==> src/pbcd_pkg.sv <==
// Constants shared by the port B/C/D alternate-function override logic
package pbcd_pkg;
    localparam int PBCD_PORT_W = 8;
    localparam int PBCD_NPIN   = 24;
    localparam int PBCD_B_BASE = 0;
    localparam int PBCD_C_BASE = 8;
    localparam int PBCD_D_BASE = 16;
    // Port B serial pin positions
    localparam int PBCD_SS_BIT   = 0;
    localparam int PBCD_SCK_BIT  = 1;
    localparam int PBCD_MOSI_BIT = 2;
    localparam int PBCD_MISO_BIT = 3;
    // Timer compare outputs sit on port B bits 7..4
    localparam int PBCD_CMP_LO = 4;
    localparam int PBCD_CMP_N  = 4;
    // Port B bit 0 is pin-change source 8, so sources 15..8 map to bits 7..0
    localparam int PBCD_PCINT_BASE = 8;
    // Port D single-function positions
    localparam int PBCD_D_IRQ_BIT = 1;
    localparam int PBCD_D_ICP_BIT = 0;
    // LCD pin-mask thresholds: a port D pair is claimed when the mask exceeds its threshold
    localparam int           PBCD_PM_W    = 3;
    localparam logic [2:0]   PBCD_PM_GT76 = 3'h1;
    localparam logic [2:0]   PBCD_PM_GT54 = 3'h2;
    localparam logic [2:0]   PBCD_PM_GT32 = 3'h3;
    localparam logic [2:0]   PBCD_PM_GT10 = 3'h4;
    localparam int           PBCD_D_SEG_N = 6;
    // Reset values of pad controls: pads undriven, pull-ups and inputs off
    localparam logic [7:0]   PBCD_RST_ZERO = 8'h00;
    localparam logic [7:0]   PBCD_RST_OE_N = 8'hff;
endpackage

==> src/pbcd_pin_override.sv <==
// Single pad override cell: applies alternate-function overrides to one port pin
`timescale 1ns/10ps
module pbcd_pin_override (
    input  wire logic dir_i,
    input  wire logic out_i,
    input  wire logic pud_i,
    input  wire logic sleep_i,
    input  wire logic pullup_override_enable_i,
    input  wire logic puov_i,
    input  wire logic ddoe_i,
    input  wire logic ddov_i,
    input  wire logic port_value_override_enable_i,
    input  wire logic pvov_i,
    input  wire logic digital_input_override_enable_i,
    input  wire logic dieov_i,
    output logic      pullup_o,
    output logic      dir_o,
    output logic      value_o,
    output logic      din_en_o
);
    always_comb begin
        // Ordinary pull-up needs an input pin with its output bit set
        pullup_o = pullup_override_enable_i ? puov_i : (~dir_i & out_i & ~pud_i);
        dir_o    = ddoe_i ? ddov_i : dir_i;
        value_o  = port_value_override_enable_i ? pvov_i : out_i;
        din_en_o = digital_input_override_enable_i ? dieov_i : ~sleep_i;
    end
endmodule // pbcd_pin_override

==> src/pbcd_port_mux.sv <==
// Port B/C/D alternate-function pad override block
`timescale 1ns/10ps
module pbcd_port_mux
    import pbcd_pkg::*;
(
    input  wire logic       clk_i,
    input  wire logic       reset_n_i,
    input  wire logic [7:0] port_b_dir_i,
    input  wire logic [7:0] port_b_out_i,
    input  wire logic [7:0] port_c_dir_i,
    input  wire logic [7:0] port_c_out_i,
    input  wire logic [7:0] port_d_dir_i,
    input  wire logic [7:0] port_d_out_i,
    input  wire logic [7:0] port_b_pin_i,
    input  wire logic [7:0] port_c_pin_i,
    input  wire logic [7:0] port_d_pin_i,
    input  wire logic       global_pullup_disable_i,
    input  wire logic       input_sleep_disable_i,
    input  wire logic       serial_port_enable_i,
    input  wire logic       serial_master_select_i,
    input  wire logic       spi_master_out_i,
    input  wire logic       spi_slave_out_i,
    input  wire logic       spi_sck_out_i,
    input  wire logic [3:0] timer_compare_enable_i,
    input  wire logic [3:0] timer_compare_value_i,
    input  wire logic       pin_change_group1_enable_i,
    input  wire logic [7:0] pin_change_mask_i,
    input  wire logic       lcd_controller_enable_i,
    input  wire logic [2:0] lcd_pin_mask_i,
    input  wire logic [7:0] lcd_front_plane_5_to_12_i,
    input  wire logic [5:0] lcd_front_plane_15_to_20_i,
    input  wire logic       lcd_front_plane_21_i,
    input  wire logic       lcd_front_plane_22_i,
    input  wire logic       external_irq_zero_enable_i,
    output logic [7:0]      port_b_pullup_o,
    output logic [7:0]      port_b_oe_n_o,
    output logic [7:0]      port_b_value_o,
    output logic [7:0]      port_b_din_en_o,
    output logic [7:0]      port_c_pullup_o,
    output logic [7:0]      port_c_oe_n_o,
    output logic [7:0]      port_c_value_o,
    output logic [7:0]      port_c_din_en_o,
    output logic [7:0]      port_d_pullup_o,
    output logic [7:0]      port_d_oe_n_o,
    output logic [7:0]      port_d_value_o,
    output logic [7:0]      port_d_din_en_o,
    output logic [7:0]      port_c_lcd_sel_o,
    output logic [7:0]      port_c_lcd_seg_o,
    output logic [7:0]      port_d_lcd_sel_o,
    output logic [7:0]      port_d_lcd_seg_o,
    output logic            spi_slave_select_n_o,
    output logic            spi_master_in_o,
    output logic            spi_slave_in_o,
    output logic            spi_sck_in_o,
    output logic [7:0]      pin_change_source_o,
    output logic            external_irq_zero_input_o,
    output logic            timer1_capture_input_o
);
    ////////////////////////////////////////////////////////////////////////////
    function automatic logic pbcd_lcd_claim(input logic en, input logic [2:0] pm, input logic [2:0] thr);
        pbcd_lcd_claim = en & (pm > thr);
    endfunction

    function automatic logic [7:0] pbcd_rev8(input logic [7:0] v);
        for (int k = 0; k < PBCD_PORT_W; k++) begin
            pbcd_rev8[k] = v[PBCD_PORT_W-1-k];
        end
    endfunction

    logic       slave_role;
    logic       master_role;
    logic [7:0] claim_d;
    logic [7:0] b_pullup_override_enable, b_puov, b_port_value_override_enable, b_pvov, b_digital_input_override_enable;
    logic [7:0] d_digital_input_override_enable, d_dieov;
    logic [PBCD_NPIN-1:0] all_dir, all_out, pullup_override_enable, puov, ddoe, ddov, port_value_override_enable, pvov, digital_input_override_enable, dieov;
    logic [PBCD_NPIN-1:0] pullup_c, dir_c, value_c, din_en_c;

    always_comb begin
        slave_role  = serial_port_enable_i & ~serial_master_select_i;
        master_role = serial_port_enable_i & serial_master_select_i;
        claim_d = {{2{pbcd_lcd_claim(lcd_controller_enable_i, lcd_pin_mask_i, PBCD_PM_GT76)}},
                   {2{pbcd_lcd_claim(lcd_controller_enable_i, lcd_pin_mask_i, PBCD_PM_GT54)}},
                   {2{pbcd_lcd_claim(lcd_controller_enable_i, lcd_pin_mask_i, PBCD_PM_GT32)}},
                   {2{pbcd_lcd_claim(lcd_controller_enable_i, lcd_pin_mask_i, PBCD_PM_GT10)}}};
        // Serial pins forced to input by role; pull-up value still from the output bit
        b_pullup_override_enable = PBCD_RST_ZERO;
        b_pullup_override_enable[PBCD_SS_BIT]   = slave_role;
        b_pullup_override_enable[PBCD_SCK_BIT]  = slave_role;
        b_pullup_override_enable[PBCD_MOSI_BIT] = slave_role;
        b_pullup_override_enable[PBCD_MISO_BIT] = master_role;
        b_puov = port_b_out_i & {PBCD_PORT_W{~global_pullup_disable_i}};
        b_port_value_override_enable = PBCD_RST_ZERO;
        b_pvov = PBCD_RST_ZERO;
        b_port_value_override_enable[PBCD_SCK_BIT]  = master_role;
        b_pvov[PBCD_SCK_BIT]  = spi_sck_out_i;
        b_port_value_override_enable[PBCD_MOSI_BIT] = master_role;
        b_pvov[PBCD_MOSI_BIT] = spi_master_out_i;
        b_port_value_override_enable[PBCD_MISO_BIT] = slave_role;
        b_pvov[PBCD_MISO_BIT] = spi_slave_out_i;
        b_port_value_override_enable[PBCD_CMP_LO +: PBCD_CMP_N] = timer_compare_enable_i;
        b_pvov[PBCD_CMP_LO +: PBCD_CMP_N] = timer_compare_value_i;
        b_digital_input_override_enable = pin_change_mask_i & {PBCD_PORT_W{pin_change_group1_enable_i}};
        // Interrupt 0 keeps its input awake in sleep unless the LCD controller is enabled, whatever the pin mask
        d_digital_input_override_enable = claim_d;
        d_dieov = PBCD_RST_ZERO;
        d_digital_input_override_enable[PBCD_D_IRQ_BIT] = lcd_controller_enable_i | external_irq_zero_enable_i;
        d_dieov[PBCD_D_IRQ_BIT] = ~lcd_controller_enable_i & external_irq_zero_enable_i;
        all_dir = {port_d_dir_i, port_c_dir_i, port_b_dir_i};
        all_out = {port_d_out_i, port_c_out_i, port_b_out_i};
        pullup_override_enable  = {claim_d, {PBCD_PORT_W{lcd_controller_enable_i}}, b_pullup_override_enable};
        puov  = {PBCD_RST_ZERO, PBCD_RST_ZERO, b_puov};
        ddoe  = pullup_override_enable;
        ddov  = '0;
        port_value_override_enable  = {PBCD_RST_ZERO, PBCD_RST_ZERO, b_port_value_override_enable};
        pvov  = {PBCD_RST_ZERO, PBCD_RST_ZERO, b_pvov};
        digital_input_override_enable = {d_digital_input_override_enable, {PBCD_PORT_W{lcd_controller_enable_i}}, b_digital_input_override_enable};
        dieov = {d_dieov, PBCD_RST_ZERO, {PBCD_PORT_W{1'b1}}};
    end

    ////////////////////////////////////////////////////////////////////////////
    genvar gi;
    generate
        for (gi = 0; gi < PBCD_NPIN; gi++) begin : g_pin
            pbcd_pin_override u_pin (
                .dir_i    (all_dir[gi]),
                .out_i    (all_out[gi]),
                .pud_i    (global_pullup_disable_i),
                .sleep_i  (input_sleep_disable_i),
                .pullup_override_enable_i   (pullup_override_enable[gi]),
                .puov_i   (puov[gi]),
                .ddoe_i   (ddoe[gi]),
                .ddov_i   (ddov[gi]),
                .port_value_override_enable_i   (port_value_override_enable[gi]),
                .pvov_i   (pvov[gi]),
                .digital_input_override_enable_i  (digital_input_override_enable[gi]),
                .dieov_i  (dieov[gi]),
                .pullup_o (pullup_c[gi]),
                .dir_o    (dir_c[gi]),
                .value_o  (value_c[gi]),
                .din_en_o (din_en_c[gi])
            );
        end
    endgenerate

    ////////////////////////////////////////////////////////////////////////////
    // Pad inputs are asynchronous: two flops before anything looks at them
    logic [PBCD_NPIN-1:0] sync1_ff, sync2_ff, nxt_sync1, nxt_sync2, din_gated;
    logic [PBCD_NPIN-1:0] pullup_ff, oe_n_ff, value_ff, din_en_ff;
    logic [PBCD_NPIN-1:0] nxt_pullup, nxt_oe_n, nxt_value, nxt_din_en;
    logic [7:0] c_sel_ff, c_seg_ff, d_sel_ff, d_seg_ff, pcs_ff;
    logic [7:0] nxt_c_sel, nxt_c_seg, nxt_d_sel, nxt_d_seg, nxt_pcs;
    logic [7:0] d_rev;
    logic       ss_n_ff, mi_ff, si_ff, sck_ff, irq0_ff, icp_ff;
    logic       nxt_ss_n, nxt_mi, nxt_si, nxt_sck, nxt_irq0, nxt_icp;

    always_comb begin
        nxt_sync1  = {port_d_pin_i, port_c_pin_i, port_b_pin_i};
        nxt_sync2  = sync1_ff;
        din_gated  = sync2_ff & din_en_c;
        nxt_pullup = pullup_c;
        nxt_oe_n   = ~dir_c;
        nxt_value  = value_c;
        nxt_din_en = din_en_c;
        nxt_c_sel  = {PBCD_PORT_W{lcd_controller_enable_i}};
        nxt_c_seg  = pbcd_rev8(lcd_front_plane_5_to_12_i);
        nxt_d_sel  = claim_d;
        // Padding goes on top so that segment 15 lands on bit 7 after the reversal
        d_rev      = pbcd_rev8({2'h0, lcd_front_plane_15_to_20_i});
        nxt_d_seg  = {d_rev[7:2], lcd_front_plane_21_i, lcd_front_plane_22_i};
        // Not selected unless in slave role with the pin held low or its input gated off in sleep
        nxt_ss_n   = ~slave_role | din_gated[PBCD_B_BASE + PBCD_SS_BIT];
        nxt_mi     = din_gated[PBCD_B_BASE + PBCD_MISO_BIT];
        nxt_si     = din_gated[PBCD_B_BASE + PBCD_MOSI_BIT];
        nxt_sck    = din_gated[PBCD_B_BASE + PBCD_SCK_BIT];
        nxt_pcs    = din_gated[PBCD_B_BASE +: PBCD_PORT_W];
        nxt_irq0   = din_gated[PBCD_D_BASE + PBCD_D_IRQ_BIT];
        nxt_icp    = din_gated[PBCD_D_BASE + PBCD_D_ICP_BIT];
    end

    always_ff @(posedge clk_i or negedge reset_n_i) begin
        if (!reset_n_i) begin
            sync1_ff  <= '0;
            sync2_ff  <= '0;
            pullup_ff <= '0;
            oe_n_ff   <= {PBCD_RST_OE_N, PBCD_RST_OE_N, PBCD_RST_OE_N};
            value_ff  <= '0;
            din_en_ff <= '0;
            c_sel_ff  <= PBCD_RST_ZERO;
            c_seg_ff  <= PBCD_RST_ZERO;
            d_sel_ff  <= PBCD_RST_ZERO;
            d_seg_ff  <= PBCD_RST_ZERO;
            pcs_ff    <= PBCD_RST_ZERO;
            ss_n_ff   <= 1'b1;
            mi_ff     <= 1'b0;
            si_ff     <= 1'b0;
            sck_ff    <= 1'b0;
            irq0_ff   <= 1'b0;
            icp_ff    <= 1'b0;
        end else begin
            sync1_ff  <= nxt_sync1;
            sync2_ff  <= nxt_sync2;
            pullup_ff <= nxt_pullup;
            oe_n_ff   <= nxt_oe_n;
            value_ff  <= nxt_value;
            din_en_ff <= nxt_din_en;
            c_sel_ff  <= nxt_c_sel;
            c_seg_ff  <= nxt_c_seg;
            d_sel_ff  <= nxt_d_sel;
            d_seg_ff  <= nxt_d_seg;
            pcs_ff    <= nxt_pcs;
            ss_n_ff   <= nxt_ss_n;
            mi_ff     <= nxt_mi;
            si_ff     <= nxt_si;
            sck_ff    <= nxt_sck;
            irq0_ff   <= nxt_irq0;
            icp_ff    <= nxt_icp;
        end
    end

    always_comb begin
        {port_d_pullup_o, port_c_pullup_o, port_b_pullup_o} = pullup_ff;
        {port_d_oe_n_o, port_c_oe_n_o, port_b_oe_n_o}       = oe_n_ff;
        {port_d_value_o, port_c_value_o, port_b_value_o}    = value_ff;
        {port_d_din_en_o, port_c_din_en_o, port_b_din_en_o} = din_en_ff;
        port_c_lcd_sel_o          = c_sel_ff;
        port_c_lcd_seg_o          = c_seg_ff;
        port_d_lcd_sel_o          = d_sel_ff;
        port_d_lcd_seg_o          = d_seg_ff;
        spi_slave_select_n_o      = ss_n_ff;
        spi_master_in_o           = mi_ff;
        spi_slave_in_o            = si_ff;
        spi_sck_in_o              = sck_ff;
        pin_change_source_o       = pcs_ff;
        external_irq_zero_input_o = irq0_ff;
        timer1_capture_input_o    = icp_ff;
    end
endmodule // pbcd_port_mux

==> config.mk <==
export PLATFORM = sky130hd
export DESIGN_NAME = pbcd_port_mux
export DESIGN_NICKNAME = d
export VERILOG_FILES = /design/src/pbcd_pkg.sv /design/src/pbcd_pin_override.sv /design/src/pbcd_port_mux.sv
export SDC_FILE = /design/constraint.sdc
export NUM_CORES = 1
export LEC_CHECK = 0
export ABC_AREA = 0
export BUFFER_PORTS_ARGS = -buffer_cell sky130_fd_sc_hd__buf_4
export CAP_MARGIN = 20
export CORE_MARGIN = 2
export CORE_UTILIZATION = 25
export DETAILED_ROUTE_END_ITERATION = 8
export REMOVE_ABC_BUFFERS = 1
export SLEW_MARGIN = 10
export SYNTH_ARGS = -nofsm -noshare
export SYNTH_HDL_FRONTEND = slang
export SYNTH_SLANG_ARGS = --single-unit
==> constraint.sdc <==
create_clock -name clk_i -period 0.8 [get_ports clk_i]
set_input_delay 0.04 -clock clk_i [delete_from_list [all_inputs] [get_ports clk_i]]
set_output_delay 0.04 -clock clk_i [all_outputs]
set_load 0.02 [all_outputs]
[After elaboration in Yosys (flattened, before gate mapping)]
Index checks and enable logic that the tools add are counted.
Word-level totals
  register bits after elaboration: 169
  output and inout bits: 142
  latch bits: 0
  bits of input ports: 119
  memory bits (writable): 0
  bits in read-only memories: 0
  logic and storage cells: 172
  memories kept: 0
Cells by class
  $add $sub $neg: 0
  shift operators: 0
  eq/ne operators: 0
  divide/modulo/power cells: 0
  muxes and demuxes: 61
  reductions and logical operators: 0
  $mul: 0
  bitwise gates (word level): 90
  $lt $le $gt $ge: 4
Operator list (number)
  $mux 1: 61
  $and 1x1->1: 55
  $not 1->1: 29
  $not 24->24: 1
  $and 18x18->18: 1
  $and 8x8->8: 1
  $gt 3x2->1 const B: 2
  $and 4x4->4: 1
  $gt 3x1->1 const B: 1
  $gt 3x3->1 const B: 1
  $or 1x1->1: 2

[Longest topological paths before layout]
  word-level depth: 5
  mapped depth: 4
  gate-level depth less buffers: 3

[Modules after synthesis]
From an unflattened synthesis, not the netlist that was laid out.
Second synthesis, totals
  cell total of the unflattened synthesis: 416
  area total of the unflattened synthesis: 5430.2 µm²
By module, submodules not included
  pbcd_port_mux: instances 1, cells an instance 224, seq. area each 3734.8 µm², area an instance 4169.0 µm²
  pbcd_pin_override: instances 24, cells an instance 8, seq. area each 0.0 µm², area an instance 52.6 µm²

[Worst setup path after synthesis]
Ideal clock, no wire load.
  path kind: register -> output
  from: reg din_en_ff[15] (netlist name)
  to: out port_c_din_en_o[1]
  arrival: 0.721 ns
  path buffers: 1
  path slack: 0.039 ns
  cell stages (with the launch flop): 2
  cells stage by stage: dfrtp_1 > buf_4
RTL lines
  end: declaration: RTL line pbcd_port_mux.sv:42  | output logic [7:0] port_c_din_en_o,

==> results.yml <==
setup_path:
  critical_path.cell_chain: "buf_4"
  crit_fanout: 8
  crit_path_start_kind: "flip-flop"
  cp_slowest_cell: "dfrtp_2"
  critPathTopFamily: "flip-flops"
  worst-r2r-setup-slack_ns: 0.15
  cpPeakStageDelay_ns: 0.48
  crit_required_ns: 0.76
  arrival_ns: 1.08
  reg2reg_depth: 2
  worstSetupEndpointType: "primary output"
  r2r_end: "external_irq_zero_input_o$_DFF_PN0_"
  worstReg2RegStart: "sync2_ff[17]$_DFF_PN0_"
  path_buf_inv: 1
  crit_type: "reg -> out"
placement:
  dp.cells: 739
  dp_hpwl_mm: 9.22
  finalWeightedCongestion: 0.749
  dpl_cell_area_sq_mm: 0.00654
  portBuffers: 246
  post-place-ws_ns: -0.0833
final_layout:
  antennaDiodeCount: 0
  layout_commonest_cell: "buf_4"
  stdcell_area_sq_mm: 0.00875
  syn2layout_area_growth_pct: 98.7
  drive_gt1_frac: 0.538
  nNetsFinal: 756
  fin_cells: 875
  layout_common_cells: "132 x buf_4, 128 x buf_6, 111 x dfrtp_1"
sta:
  relSlewSlack: 0.771
  grt_setup_unrepaired: "true"
  slew_violations: 0
  finalSetupViolCount: 144
  tightest_slew_ns: 0.344
  tns_ns: -29.36
  period_needed_ns: 1.12
  fin_skew_ns: 0.00407
  fin_crit_sh: 1.41
  hold_viol: 0
  layout_setup_ws_ns: -0.325
  fmax_mhz: 889
power:
  peakVddDrop_mv: 1.37
  pwr_density_cell_mw_per_mm2: 2190
  p_total_uw: 19200
  p_leak_uw: 0.00417
routing:
  ant_nets: 0
  avgViaCountPerCell: 4.05
  firstDrtPassIters: 4
  vias: 3543
  drtIter0Drc: 117
  finalWirelength_mm: 13.8
  drc_errors: 0
  avgRoutedWirePerCell_um: 15.7
clocking:
  clock-sinks: 138
  root_buffer: "clkbuf_16"
  clock_path_buffers: 2
  clk_latency_ns: 0.41
  cts_tree: "yes"
  h-tree-depth: 4
  clkTransAtPathRegs_ns: 0.06
  numCtsBuffers: 17
synth:
  yosysSeqAreaShare: 0.791
  synth_cells: 280
  ys.warnings.count: 0
  syn_area_per_cell_sq_um: 15.7
  synth.distinct_cells: 26
  ys_ff_latch: 138
  synth_area_sq_mm: 0.00440
die:
  io_pins: 261
  initial_utilization: 0.256
  core_area_sq_mm: 0.0172
  die_y_um: 137
  die_x_um: 137
  rows: 48
  die_area_sq_mm: 0.0187
global_route:
  grt_max_degree: 28
  grt_usage: 0.150
  grt_pass1_vias: 4045
  antenna_found_initial: 0
  grt_pass1_wl_mm: 20.8
  grt-ovfl-total: 0
worst_hold_path:
  min_to: "pullup_ff[18]$_DFF_PN0_"
  hold_path_class: "in -> reg"
  min_path_cells: 4
  hp-start: "lcd_pin_mask_i[2]"
status:
  status: "finished, violations left"
  violations: "setup timing"
job:
  maxCapViolations: 0
## report_power, final
group | switching, uW | internal (uW) | leakage, uW
logic | 1250 | 1570 | 0.00221
registers | 205 | 7410 | 0.00164
clock network | 2880 | 5890 | 0.000321
## sequential cells by signal (all words and copies together), names as in the netlist, 10 cells and up
name,cells
pullup_ff,24
oe_n_ff,24
value_ff,24
sync2_ff,10
din_en_ff,14
nxt_sync2,10
## cell type report
| cell class | instances | area [sq um] |
|---|---|---|
| clock buffer | 23 | 488 |
| clock inverter | 9 | 183 |
| fill | 1453 | 8490 |
| inverter | 14 | 52.6 |
| multi-input combinational | 96 | 666 |
| sequential | 138 | 3490 |
| tap | 225 | 282 |
| timing repair buffer | 370 | 3590 |
## metrics by stage
| stage | utilization | hold slack (ns) |
|---|---|---|
| after global routing | 0.508 | 0.0316 |
| after floorplan | - | -0.256 |
| after CTS | 0.507 | 0.00865 |
| after global placement | 0.379 | -0.0509 |
| after detailed placement | 0.379 | -0.0467 |
| final | 0.508 | 0.0154 |
## routing by layer
metal | GRT usage | up-vias | share of wire
met5 | 0 | - | 0
met4 | 0.0671 | 0 | 0.023
met3 | 0.0519 | 17 | 0.074
met2 | 0.278 | 163 | 0.55
met1 | 0.151 | 1773 | 0.36
li1 | - | 1590 | -
## timing repair
item	CTS	global route
resized for setup	129	6
endpoints found under the hold margin	246	19
buffers inserted	0	0
endpoints found under the setup margin	142	158
hold buffers	105	4
## logic make-up after synthesis
| logic type | share of synthesized area |
|---|---|
| muxes | 0.0179 |
| buffers and inverters | 0.0625 |
| and+or+nand+nor | 0.0886 |
| AOI/OAI and AO/OA | 0.0398 |
| DFF | 0.791 |
## cell usage after synthesis (all sizes together)
master | number | area [sq um]
clkbuf | 3 | 12.5
a21oi | 7 | 35.0
o21ai | 3 | 15.0
or2 | 1 | 6.26
mux2 | 7 | 78.8
nand2 | 34 | 128
buf | 29 | 210
a21o | 1 | 7.51
nor4b | 6 | 65.1
a2111oi | 2 | 30.0
dfrtp | 113 | 2830
nor2 | 6 | 22.5
nand2b | 5 | 31.3
inv | 14 | 52.6
nor3b | 13 | 138
dfstp | 25 | 657
o21bai | 1 | 7.51
o211ai | 1 | 12.5
a21boi | 8 | 60.1
a211oi | 1 | 7.51
## worst max-delay path by stage
stage | end | depth (start not counted) | startpoint
after detailed placement | pullup_ff[11]$_DFF_PN0_ | 4 | lcd_controller_enable_i
after global routing | port_c_din_en_o[1] | 1 | din_en_ff[15]$_DFF_PN0_
after CTS | port_c_lcd_sel_o[7] | 1 | port_c_lcd_sel_o[0]$_DFF_PN0_
after floorplan | port_c_din_en_o[0] | 0 | din_en_ff[15]$_DFF_PN0_
after global placement | pullup_ff[23]$_DFF_PN0_ | 5 | lcd_pin_mask_i[2]
final | port_c_din_en_o[1] | 1 | din_en_ff[15]$_DFF_PN0_
Power figures use the tool's default switching activity.
